$ cat src/rtl/io_trip_pkg.sv
// constants, register map and carrier types for the programmable i/o unit
// assumes a 32-bit axi4-lite master and twelve pad lines with pull-downs
package io_trip_pkg;

  // ****************************************
  // geometry
  // ****************************************
  localparam int LINES = 12;
  localparam int DEDICATED = 4;
  localparam int IRQ_SRC = 6;

  // ****************************************
  // register byte offsets
  // ****************************************
  localparam logic [7:0] OFS_DIRECTION = 8'h00;
  localparam logic [7:0] OFS_DATA = 8'h04;
  localparam logic [7:0] OFS_GROUP_EN = 8'h08;
  localparam logic [7:0] OFS_SENSE = 8'h0C;
  localparam logic [7:0] OFS_POLARITY = 8'h10;
  localparam logic [7:0] OFS_GROUP_FLAGS = 8'h14;
  localparam logic [7:0] OFS_SHUTDOWN_EN = 8'h18;
  localparam logic [7:0] OFS_CTRL_MASK = 8'h1C;
  localparam logic [7:0] OFS_IRQ_STATUS = 8'h20;
  localparam logic [7:0] OFS_IRQ_CLEAR = 8'h24;
  localparam logic [7:0] OFS_IRQ_ENABLE = 8'h28;

  // ****************************************
  // reset values
  // ****************************************
  localparam logic [11:0] RST_DIRECTION = 12'h000;
  localparam logic [11:0] RST_DATA = 12'h000;
  localparam logic [11:0] RST_GROUP_EN = 12'h000;
  localparam logic [11:0] RST_SENSE = 12'h000;
  localparam logic [11:0] RST_POLARITY = 12'h000;
  localparam logic [11:0] RST_SHUTDOWN_EN = 12'hFFF;
  localparam logic [4:0] RST_CTRL_MASK = 5'h00;
  localparam logic [5:0] RST_IRQ_ENABLE = 6'h00;

  // ****************************************
  // controller mask / status bit positions and vectors
  // ****************************************
  localparam int BIT_GROUP = 4;
  localparam int BIT_TRIP = 5;
  localparam logic [13:0] VEC_LINE_BASE = 14'h0048;
  localparam logic [13:0] VEC_LINE_STEP = 14'h0004;
  localparam logic [13:0] VEC_GROUP = 14'h003C;

  localparam logic [1:0] RESP_OKAY = 2'h0;
  localparam logic [1:0] RESP_SLVERR = 2'h2;

  typedef struct packed {
    logic [11:0] dir;
    logic [11:0] data;
    logic [11:0] grp_en;
    logic [11:0] sense;
    logic [11:0] pol;
    logic [11:0] shut_en;
    logic [4:0] mask;
  } line_cfg_t;

  typedef struct packed {
    logic [3:0] line;
    logic group;
    logic trip;
  } irq_bundle_t;

endpackage

$ cat src/rtl/programmable_io_with_trip.sv
// twelve-line programmable i/o unit with interrupt detection and pwm trip
// assumes an axi4-lite master on i_core_clk and pads resolved outside
// Summary of operation
// RL1 - direction bit 0 makes a line input, 1 drives it as output
// RL2 - reset clears all direction bits so every line starts as input
// RL3 - written data is driven onto lines set as outputs
// RL4 - data register read returns pin levels of input lines
// RL5 - lines 0-3 own interrupts; lines 4-11 share one group interrupt
// RL6 - group enable gates lines 4-11; controller mask gates five interrupts
// RL7 - sense bit 1 detects by level, 0 detects by edge
// RL8 - polarity 1 means high or rising, 0 means low or falling
// RL9 - after reset no line generates interrupts; low pins still raise the trip interrupt via the set shutdown enables
// RL10 - lines 0-3 vector to 0x0048, 0x004C, 0x0050, 0x0054
// RL11 - enabled hit on lines 4-11 sets its flag and group interrupt 0x003C
// RL12 - detection also works on lines driven as outputs
// RL13 - enabled low pin shuts down all pwm outputs without the clock
// RL14 - a line shutdown also raises the pwm trip interrupt
// RL15 - reset sets every shutdown enable bit
// RL16 - bit n of every twelve-bit register concerns only line n
// RL17 - software must configure lines before using the pwm
// RL18 - each pin passes a two-stage synchroniser before detection and data reads; the shutdown path takes it raw
// RL19 - reading group flags clears them; flags raised that cycle survive
`timescale 1ns/100ps
module programmable_io_with_trip
(
  input wire logic i_core_clk,
  input wire logic i_reset_n,
  input wire logic [7:0] i_awaddr,
  input wire logic i_awvalid,
  output logic o_awready,
  input wire logic [31:0] i_wdata,
  input wire logic [3:0] i_wstrb,
  input wire logic i_wvalid,
  output logic o_wready,
  output logic [1:0] o_bresp,
  output logic o_bvalid,
  input wire logic i_bready,
  input wire logic [7:0] i_araddr,
  input wire logic i_arvalid,
  output logic o_arready,
  output logic [31:0] o_rdata,
  output logic [1:0] o_rresp,
  output logic o_rvalid,
  input wire logic i_rready,
  input wire logic [io_trip_pkg::LINES-1:0] i_line_in,
  output logic [io_trip_pkg::LINES-1:0] o_line_out,
  output logic [io_trip_pkg::LINES-1:0] o_line_oe,
  output logic o_pwm_shutdown,
  output io_trip_pkg::irq_bundle_t o_intr,
  output logic [13:0] o_vector,
  output logic o_vector_valid,
  output logic o_irq
);
  import io_trip_pkg::*;

  // ****************************************
  // reset release
  // ****************************************
  logic [1:0] rst_sync_q;
  logic rst_n;

  always_ff @(posedge i_core_clk or negedge i_reset_n)
  begin
    if (!i_reset_n)
      rst_sync_q <= 2'h0;
    else
      rst_sync_q <= {rst_sync_q[0], 1'b1};
  end
  assign rst_n = rst_sync_q[1];

  function automatic logic [11:0] merge12(logic [11:0] old, logic [31:0] wd, logic [3:0] st);
    logic [11:0] r;
    r = old;
    if (st[0])
      r[7:0] = wd[7:0];
    if (st[1])
      r[11:8] = wd[11:8];
    return r;
  endfunction

  function automatic logic mapped(logic [7:0] a);
    return (a[1:0] == 2'h0) && (a <= OFS_IRQ_ENABLE);
  endfunction

  // ****************************************
  // pin synchroniser and detection
  // ****************************************
  logic [11:0] sync1_q, sync2_q, prev_q;
  logic [11:0] hit;

  // see RL18
  always_ff @(posedge i_core_clk or negedge rst_n)
  begin
    if (!rst_n)
    begin
      sync1_q <= 12'h000;
      sync2_q <= 12'h000;
      prev_q <= 12'h000;
    end
    else
    begin
      sync1_q <= i_line_in;
      sync2_q <= sync1_q;
      prev_q <= sync2_q;
    end
  end

  line_cfg_t cfg_q;

  // pad level is watched, not direction, so output lines trigger too (see RL12)
  for (genvar n = 0; n < LINES; n++)
  begin : g_detect
    // see RL16
    always_comb
    begin
      if (cfg_q.sense[n])
        hit[n] = (sync2_q[n] == cfg_q.pol[n]); // see RL7, see RL8
      else if (cfg_q.pol[n])
        hit[n] = sync2_q[n] & ~prev_q[n];
      else
        hit[n] = ~sync2_q[n] & prev_q[n];
    end
  end

  // ****************************************
  // pwm shutdown path
  // ****************************************
  // deliberately combinational: it must act even with the core clock stopped
  assign o_pwm_shutdown = |(~i_line_in & cfg_q.shut_en); // see RL13

  logic trip_s1_q, trip_s2_q, trip_prev_q;

  always_ff @(posedge i_core_clk or negedge rst_n)
  begin
    if (!rst_n)
    begin
      trip_s1_q <= 1'b0;
      trip_s2_q <= 1'b0;
      trip_prev_q <= 1'b0;
    end
    else
    begin
      trip_s1_q <= o_pwm_shutdown;
      trip_s2_q <= trip_s1_q;
      trip_prev_q <= trip_s2_q;
    end
  end

  // ****************************************
  // axi4-lite write channel
  // ****************************************
  logic aw_full_q, w_full_q;
  logic [7:0] waddr_q;
  logic [31:0] wdata_q;
  logic [3:0] wstrb_q;
  logic do_write;

  assign do_write = aw_full_q & w_full_q & ~o_bvalid;

  always_ff @(posedge i_core_clk or negedge rst_n)
  begin
    if (!rst_n)
    begin
      aw_full_q <= 1'b0;
      w_full_q <= 1'b0;
      waddr_q <= 8'h00;
      wdata_q <= 32'h0000_0000;
      wstrb_q <= 4'h0;
      o_awready <= 1'b1;
      o_wready <= 1'b1;
      o_bvalid <= 1'b0;
      o_bresp <= RESP_OKAY;
    end
    else
    begin
      if (o_awready && i_awvalid)
      begin
        aw_full_q <= 1'b1;
        waddr_q <= i_awaddr;
        o_awready <= 1'b0;
      end
      if (o_wready && i_wvalid)
      begin
        w_full_q <= 1'b1;
        wdata_q <= i_wdata;
        wstrb_q <= i_wstrb;
        o_wready <= 1'b0;
      end
      if (do_write)
      begin
        aw_full_q <= 1'b0;
        w_full_q <= 1'b0;
        o_bvalid <= 1'b1;
        o_bresp <= mapped(waddr_q) ? RESP_OKAY : RESP_SLVERR;
      end
      if (o_bvalid && i_bready)
      begin
        o_bvalid <= 1'b0;
        o_awready <= 1'b1;
        o_wready <= 1'b1;
      end
    end
  end

  // ****************************************
  // configuration registers
  // ****************************************
  logic [5:0] irq_en_q;
  logic [5:0] irq_clr;

  always_ff @(posedge i_core_clk or negedge rst_n)
  begin
    if (!rst_n)
    begin
      cfg_q.dir <= RST_DIRECTION; // see RL2
      cfg_q.data <= RST_DATA;
      cfg_q.grp_en <= RST_GROUP_EN; // see RL9
      cfg_q.sense <= RST_SENSE;
      cfg_q.pol <= RST_POLARITY;
      cfg_q.shut_en <= RST_SHUTDOWN_EN; // see RL15
      cfg_q.mask <= RST_CTRL_MASK;
      irq_en_q <= RST_IRQ_ENABLE;
    end
    else if (do_write)
    begin
      unique case (waddr_q)
        OFS_DIRECTION: cfg_q.dir <= merge12(cfg_q.dir, wdata_q, wstrb_q);
        OFS_DATA: cfg_q.data <= merge12(cfg_q.data, wdata_q, wstrb_q);
        OFS_GROUP_EN: cfg_q.grp_en <= merge12(cfg_q.grp_en, wdata_q, wstrb_q);
        OFS_SENSE: cfg_q.sense <= merge12(cfg_q.sense, wdata_q, wstrb_q);
        OFS_POLARITY: cfg_q.pol <= merge12(cfg_q.pol, wdata_q, wstrb_q);
        OFS_SHUTDOWN_EN: cfg_q.shut_en <= merge12(cfg_q.shut_en, wdata_q, wstrb_q);
        OFS_CTRL_MASK:
        begin
          if (wstrb_q[0])
            cfg_q.mask <= wdata_q[4:0];
        end
        OFS_IRQ_ENABLE:
        begin
          if (wstrb_q[0])
            irq_en_q <= wdata_q[5:0];
        end
        default: ;
      endcase
    end
  end

  assign irq_clr = (do_write && waddr_q == OFS_IRQ_CLEAR && wstrb_q[0]) ? wdata_q[5:0] : 6'h00;

  // see RL1, see RL3
  always_ff @(posedge i_core_clk or negedge rst_n)
  begin
    if (!rst_n)
    begin
      o_line_oe <= RST_DIRECTION;
      o_line_out <= RST_DATA;
    end
    else
    begin
      o_line_oe <= cfg_q.dir;
      o_line_out <= cfg_q.data & cfg_q.dir;
    end
  end

  // ****************************************
  // group flags and interrupt lines
  // ****************************************
  logic [11:0] flags_q;
  logic flag_read;
  logic [11:0] grp_hit;

  assign grp_hit = {hit[11:4] & cfg_q.grp_en[11:4], 4'h0}; // see RL6
  assign flag_read = o_arready & i_arvalid & (i_araddr == OFS_GROUP_FLAGS);

  // a hit in the reading cycle outlives the clear (see RL19)
  always_ff @(posedge i_core_clk or negedge rst_n)
  begin
    if (!rst_n)
      flags_q <= 12'h000;
    else
      flags_q <= (flag_read ? 12'h000 : flags_q) | grp_hit; // see RL11
  end

  // see RL5, see RL6, see RL14
  always_ff @(posedge i_core_clk or negedge rst_n)
  begin
    if (!rst_n)
      o_intr <= '0;
    else
    begin
      o_intr.line <= hit[3:0] & cfg_q.mask[3:0];
      o_intr.group <= cfg_q.mask[BIT_GROUP] & (|flags_q);
      o_intr.trip <= trip_s2_q & ~trip_prev_q;
    end
  end

  // line 0 has the highest priority, the group vector the lowest
  function automatic logic [13:0] pick_vector(irq_bundle_t b);
    logic [13:0] v;
    v = VEC_GROUP;
    for (int k = DEDICATED - 1; k >= 0; k--)
    begin
      if (b.line[k])
        v = VEC_LINE_BASE + VEC_LINE_STEP * 14'(k);
    end
    return v;
  endfunction

  // see RL10, see RL11
  always_ff @(posedge i_core_clk or negedge rst_n)
  begin
    if (!rst_n)
    begin
      o_vector <= VEC_GROUP;
      o_vector_valid <= 1'b0;
    end
    else
    begin
      o_vector <= pick_vector(o_intr);
      o_vector_valid <= (|o_intr.line) | o_intr.group;
    end
  end

  // ****************************************
  // sticky status and summary interrupt
  // ****************************************
  logic [5:0] status_q;

  // set wins over a clear in the same cycle
  always_ff @(posedge i_core_clk or negedge rst_n)
  begin
    if (!rst_n)
    begin
      status_q <= 6'h00;
      o_irq <= 1'b0;
    end
    else
    begin
      status_q <= (status_q & ~irq_clr) | {o_intr.trip, o_intr.group, o_intr.line};
      o_irq <= |(status_q & irq_en_q);
    end
  end

  // ****************************************
  // axi4-lite read channel
  // ****************************************
  logic [31:0] rd_mux;

  always_comb
  begin
    rd_mux = 32'h0000_0000;
    unique case (i_araddr)
      OFS_DIRECTION: rd_mux[11:0] = cfg_q.dir;
      OFS_DATA: rd_mux[11:0] = (sync2_q & ~cfg_q.dir) | (cfg_q.data & cfg_q.dir); // see RL4
      OFS_GROUP_EN: rd_mux[11:0] = cfg_q.grp_en;
      OFS_SENSE: rd_mux[11:0] = cfg_q.sense;
      OFS_POLARITY: rd_mux[11:0] = cfg_q.pol;
      OFS_GROUP_FLAGS: rd_mux[11:0] = flags_q;
      OFS_SHUTDOWN_EN: rd_mux[11:0] = cfg_q.shut_en;
      OFS_CTRL_MASK: rd_mux[4:0] = cfg_q.mask;
      OFS_IRQ_STATUS: rd_mux[5:0] = status_q;
      OFS_IRQ_ENABLE: rd_mux[5:0] = irq_en_q;
      default: rd_mux = 32'h0000_0000;
    endcase
  end

  always_ff @(posedge i_core_clk or negedge rst_n)
  begin
    if (!rst_n)
    begin
      o_arready <= 1'b1;
      o_rvalid <= 1'b0;
      o_rdata <= 32'h0000_0000;
      o_rresp <= RESP_OKAY;
    end
    else
    begin
      if (o_arready && i_arvalid)
      begin
        o_arready <= 1'b0;
        o_rvalid <= 1'b1;
        o_rdata <= rd_mux;
        o_rresp <= mapped(i_araddr) ? RESP_OKAY : RESP_SLVERR;
      end
      else if (o_rvalid && i_rready)
      begin
        o_rvalid <= 1'b0;
        o_arready <= 1'b1;
      end
    end
  end
endmodule
$ cat config.mk
export PLATFORM = sky130hd
export DESIGN_NAME = programmable_io_with_trip
export DESIGN_NICKNAME = d
export VERILOG_FILES = /design/src/rtl/io_trip_pkg.sv /design/src/rtl/programmable_io_with_trip.sv
export SDC_FILE = /design/constraint.sdc
export NUM_CORES = 1
export LEC_CHECK = 0
export BUFFER_PORTS_ARGS = -buffer_cell sky130_fd_sc_hd__buf_2
export CAP_MARGIN = 15
export CORE_AREA = 4 4 134 136
export DETAILED_ROUTE_END_ITERATION = 16
export DIE_AREA = 0 0 138 140
export PLACE_DENSITY_LB_ADDON = 0.2
export SKIP_LAST_GASP = 1
export SLEW_MARGIN = 20
export SYNTH_ARGS = -nofsm -noshare
export SYNTH_HDL_FRONTEND = slang
export SYNTH_SLANG_ARGS = --single-unit
export TNS_END_PERCENT = 30
$ cat constraint.sdc
create_clock -name i_core_clk -period 8.92 [get_ports i_core_clk]
set_input_delay 1.338 -clock i_core_clk [delete_from_list [all_inputs] [get_ports i_core_clk]]
set_output_delay 1.338 -clock i_core_clk [all_outputs]
set_load 0.05 [all_outputs]
==> flow_summary.json <==
{
  "status": "finished clean",
  "clock_edge_transition_at_the_registers_on_the_reported_setup_and_hold_paths_ps": 60,
  "drt-pass1-iter-count": 5,
  "cts_inserted_buffers": 22,
  "finalSetupViolations": 0,
  "ys_warn_count": 0,
  "final_layout_size_suffix_gt1_share_pct": 35.2,
  "layout.area.seq_sq_mm": 0.00548,
  "floorplan.die.height_um": 140,
  "met3_demand_to_capacity_share_in_global_routing_pct": 3.62,
  "critical_path.endpoint_type": "output pin",
  "post_drt_wl_per_cell_um": 20.3,
  "floorplan.die.width_um": 138,
  "drtIter0Drc": 407,
  "critical-path-max-stage-delay_ps": 290,
  "final_cell_mix": "sky130_fd_sc_hd__dfrtp_1 (198), sky130_fd_sc_hd__mux2_2 (113), sky130_fd_sc_hd__buf_2 (105)",
  "synth_seq_cells": 218,
  "worst_min_path_class": "reg -> reg",
  "maximum_number_of_pins_on_one_net_before_global_route_repair": 88,
  "timing.critical_path.cells": "buf_2, o22ai_1, a221oi_1, nand3_1, buf_2",
  "ioPinCount": 159,
  "drv_slew": 0,
  "die_area_sq_mm": 0.0193,
  "timing.critical_path.from_type": "primary input",
  "placeableCoreArea_sq_mm": 0.0169,
  "timing.setup.tns_ps": 0,
  "ant_nets": 0,
  "dr_total_vias": 6080,
  "grt_pass1_vias": 6300,
  "postCtsResizedCells": 0,
  "timing.final.crit_share_pct": 41.4,
  "power_per_cell_area_mw_per_mm2": 257,
  "post_synthesis_cell_area_sq_mm": 0.00919,
  "place_hpwl_um": 15300,
  "timing.critical_path.required_ps": 7580,
  "worst-slew-pin-transition_ps": 927,
  "grt_first_pass_wirelength_um": 34600,
  "clock_sink_count": 218,
  "synthCells": 717,
  "timing.critical_path.mode_cell": "sky130_fd_sc_hd__buf_2",
  "postLayoutCoreUtil_pct": 62.7,
  "grt_antenna_before_repair": 1,
  "syn2layout_area_growth_pct": 15.7,
  "multiInputGateArea_sq_mm": 0.00341,
  "ir_worst_vdd_mv": 0.193,
  "track_usage_pct": 22.5,
  "worst-path-max-fanout": 2,
  "port-buffer-count": 105,
  "core.rowCount": 48,
  "design.final.nets": 899,
  "drt_via_density": 5.68,
  "initial_core_utilization_pct": 54.2,
  "gp_routability_congestion": 0.886,
  "leakage_nw": 5.12,
  "grt_overflow": 0,
  "crit_path_top_delay_cell": "sky130_fd_sc_hd__a221oi_1",
  "maxCapViolations": 0,
  "final-hold-violation-count": 0,
  "synth_async_sr_flop_share_pct": 100,
  "clock_tree.htree_level_count": 1,
  "layout_commonest_cell": "sky130_fd_sc_hd__dfrtp_1",
  "postCtsSetupRepairBufs": 0,
  "post-route-drc-count": 0,
  "shortest_period_the_worst_path_allows_ps": 3690,
  "grtUsageMet1_pct": 30.6,
  "filler_cell_count": 1316,
  "crit_type": "in -> out",
  "cts-hold-fix-buffers": 0,
  "synth_enable_flop_cells": 0,
  "grt-busiest-layer": "met2",
  "skew_ps": 23.3,
  "cts_max_path_buffers": 3,
  "ys.flop_type": "sky130_fd_sc_hd__dfrtp_1",
  "route.final.wire_length_um": 21800,
  "clk-insertion-delay-late_ps": 520,
  "clock.fmax_mhz": 271,
  "tritoncts_clock_tree": "done",
  "worst-endpoint-arrival_ps": 2350,
  "netlist-cell-type-count": 61,
  "fraction_of_the_yosys_area_taken_by_sequential_cells_pct": 59.6,
  "worst_slew_margin_pct": 38.0,
  "clockRootBuffer": "sky130_fd_sc_hd__clkbuf_16",
  "globalRouteMet2Util_pct": 37.1,
  "grt_setup_unrepaired": "no",
  "post_synth.cell_area_avg_sq_um": 12.8
}
-- report_power, final --
group          internal (mW)  switching [mW]  leakage, nW
combinational          0.164           0.248         1.93
sequential              1.14           0.180         2.81
clock                  0.618           0.379        0.380
total                   1.92           0.808         5.12
-- layer usage --
layer / part of all wire, % / wire [um]
met5: 0.087 / 19
met4: 3.4 / 737
met3: 5.3 / 1160
met2: 49 / 10600
met1: 42 / 9220
-- synthesized netlist by cell type, drive strengths merged (3+ instances only) --
cell type / n / share of area (%)
dfrtp: 199 / 54
mux2: 113 / 14
nand2: 42 / 1.8
buf: 36 / 2.8
nor2: 31 / 1.7
inv: 27 / 1.1
o21ai: 23 / 1.3
a21oi: 20 / 1.1
a22oi: 19 / 1.6
dfstp: 19 / 5.4
nand3: 18 / 0.98
and2: 15 / 1.0
clkbuf: 15 / 0.61
mux2i: 14 / 1.5
nand2b: 13 / 0.89
a31oi: 9 / 0.61
o31ai: 9 / 0.74
a22o: 8 / 0.76
nor4: 8 / 0.71
a21boi: 7 / 0.57
a21o: 7 / 0.57
nor3: 7 / 0.44
o22ai: 7 / 0.48
a32oi: 5 / 0.48
nor2b: 5 / 0.34
a221oi: 4 / 0.38
nand4: 4 / 0.44
nor4b: 4 / 0.45
nand3b: 3 / 0.38
or4: 3 / 0.29
-- path summary, 6_finish.rpt --
kind                          startpoint             end  slack, ps  cells after the start
max                         i_line_in[6]  o_pwm_shutdown       5230                      5
min                           sync1_q[2]      sync2_q[2]        350                      0
max reg2reg                     o_bvalid       cfg_q[60]       6570                      5
min reg2reg                   sync1_q[2]      sync2_q[2]        350                      0
max in group asynchronous  rst_sync_q[1]       cfg_q[67]       7160                      1
min in group asynchronous  rst_sync_q[1]      wdata_q[6]        440                      0
-- through the flow --
step	setup slack (ps)	hold WS [ps]	cells	cell area, sq um	power, mW
floorplan	2430	331	747	9300	1.62
global placement	5240	332	1029	9820	1.72
detailed placement	5210	338	1029	9820	1.75
CTS	5270	348	1069	10600	2.75
global route	5210	362	1069	10600	2.85
finish	5230	350	1071	10600	2.73
-- layout make-up --
cell class / instances / share of cell area, %
flip-flops and latches: 218 / 51.6
multi-input cells: 451 / 32.1
clock buffers: 28 / 5.58
repair buffers: 108 / 5.19
well taps: 225 / 2.65
clock inverters: 12 / 1.92
inverters: 27 / 0.954
diodes: 2 / 0.0471
-- worst max-delay path: cells and delay by family --
kind,cells,cell delay (ps)
AO/OA/AOI/OAI,2,420
buffers and inverters,2,360
AND/OR/NAND/NOR,1,230
-- registers in the layout, indices dropped and copies added (netlist names), 5 cells and up --
| signal | cells |
|---|---|
| flags_q | 8 |
| o_intr | 6 |
| o_line_oe | 12 |
| status_q | 6 |
| o_rdata | 12 |
| cfg_q | 77 |
| waddr_q | 8 |
| wdata_q | 12 |
| sync2_q | 12 |
| sync1_q | 12 |
| o_line_out | 12 |
| o_vector | 5 |
| irq_en_q | 6 |
| prev_q | 12 |
-- kinds of logic after synthesis --
kind of cell	after synthesis	share of synthesized area, %
AOI/OAI and AO/OA	130	9.66
muxes	129	15.9
buffers and inverters	78	4.51
other	2	0.0818
DFF	218	59.6
and+or+nand+nor	160	10.2
No activity file was read; power rests on OpenSTA's default activity.
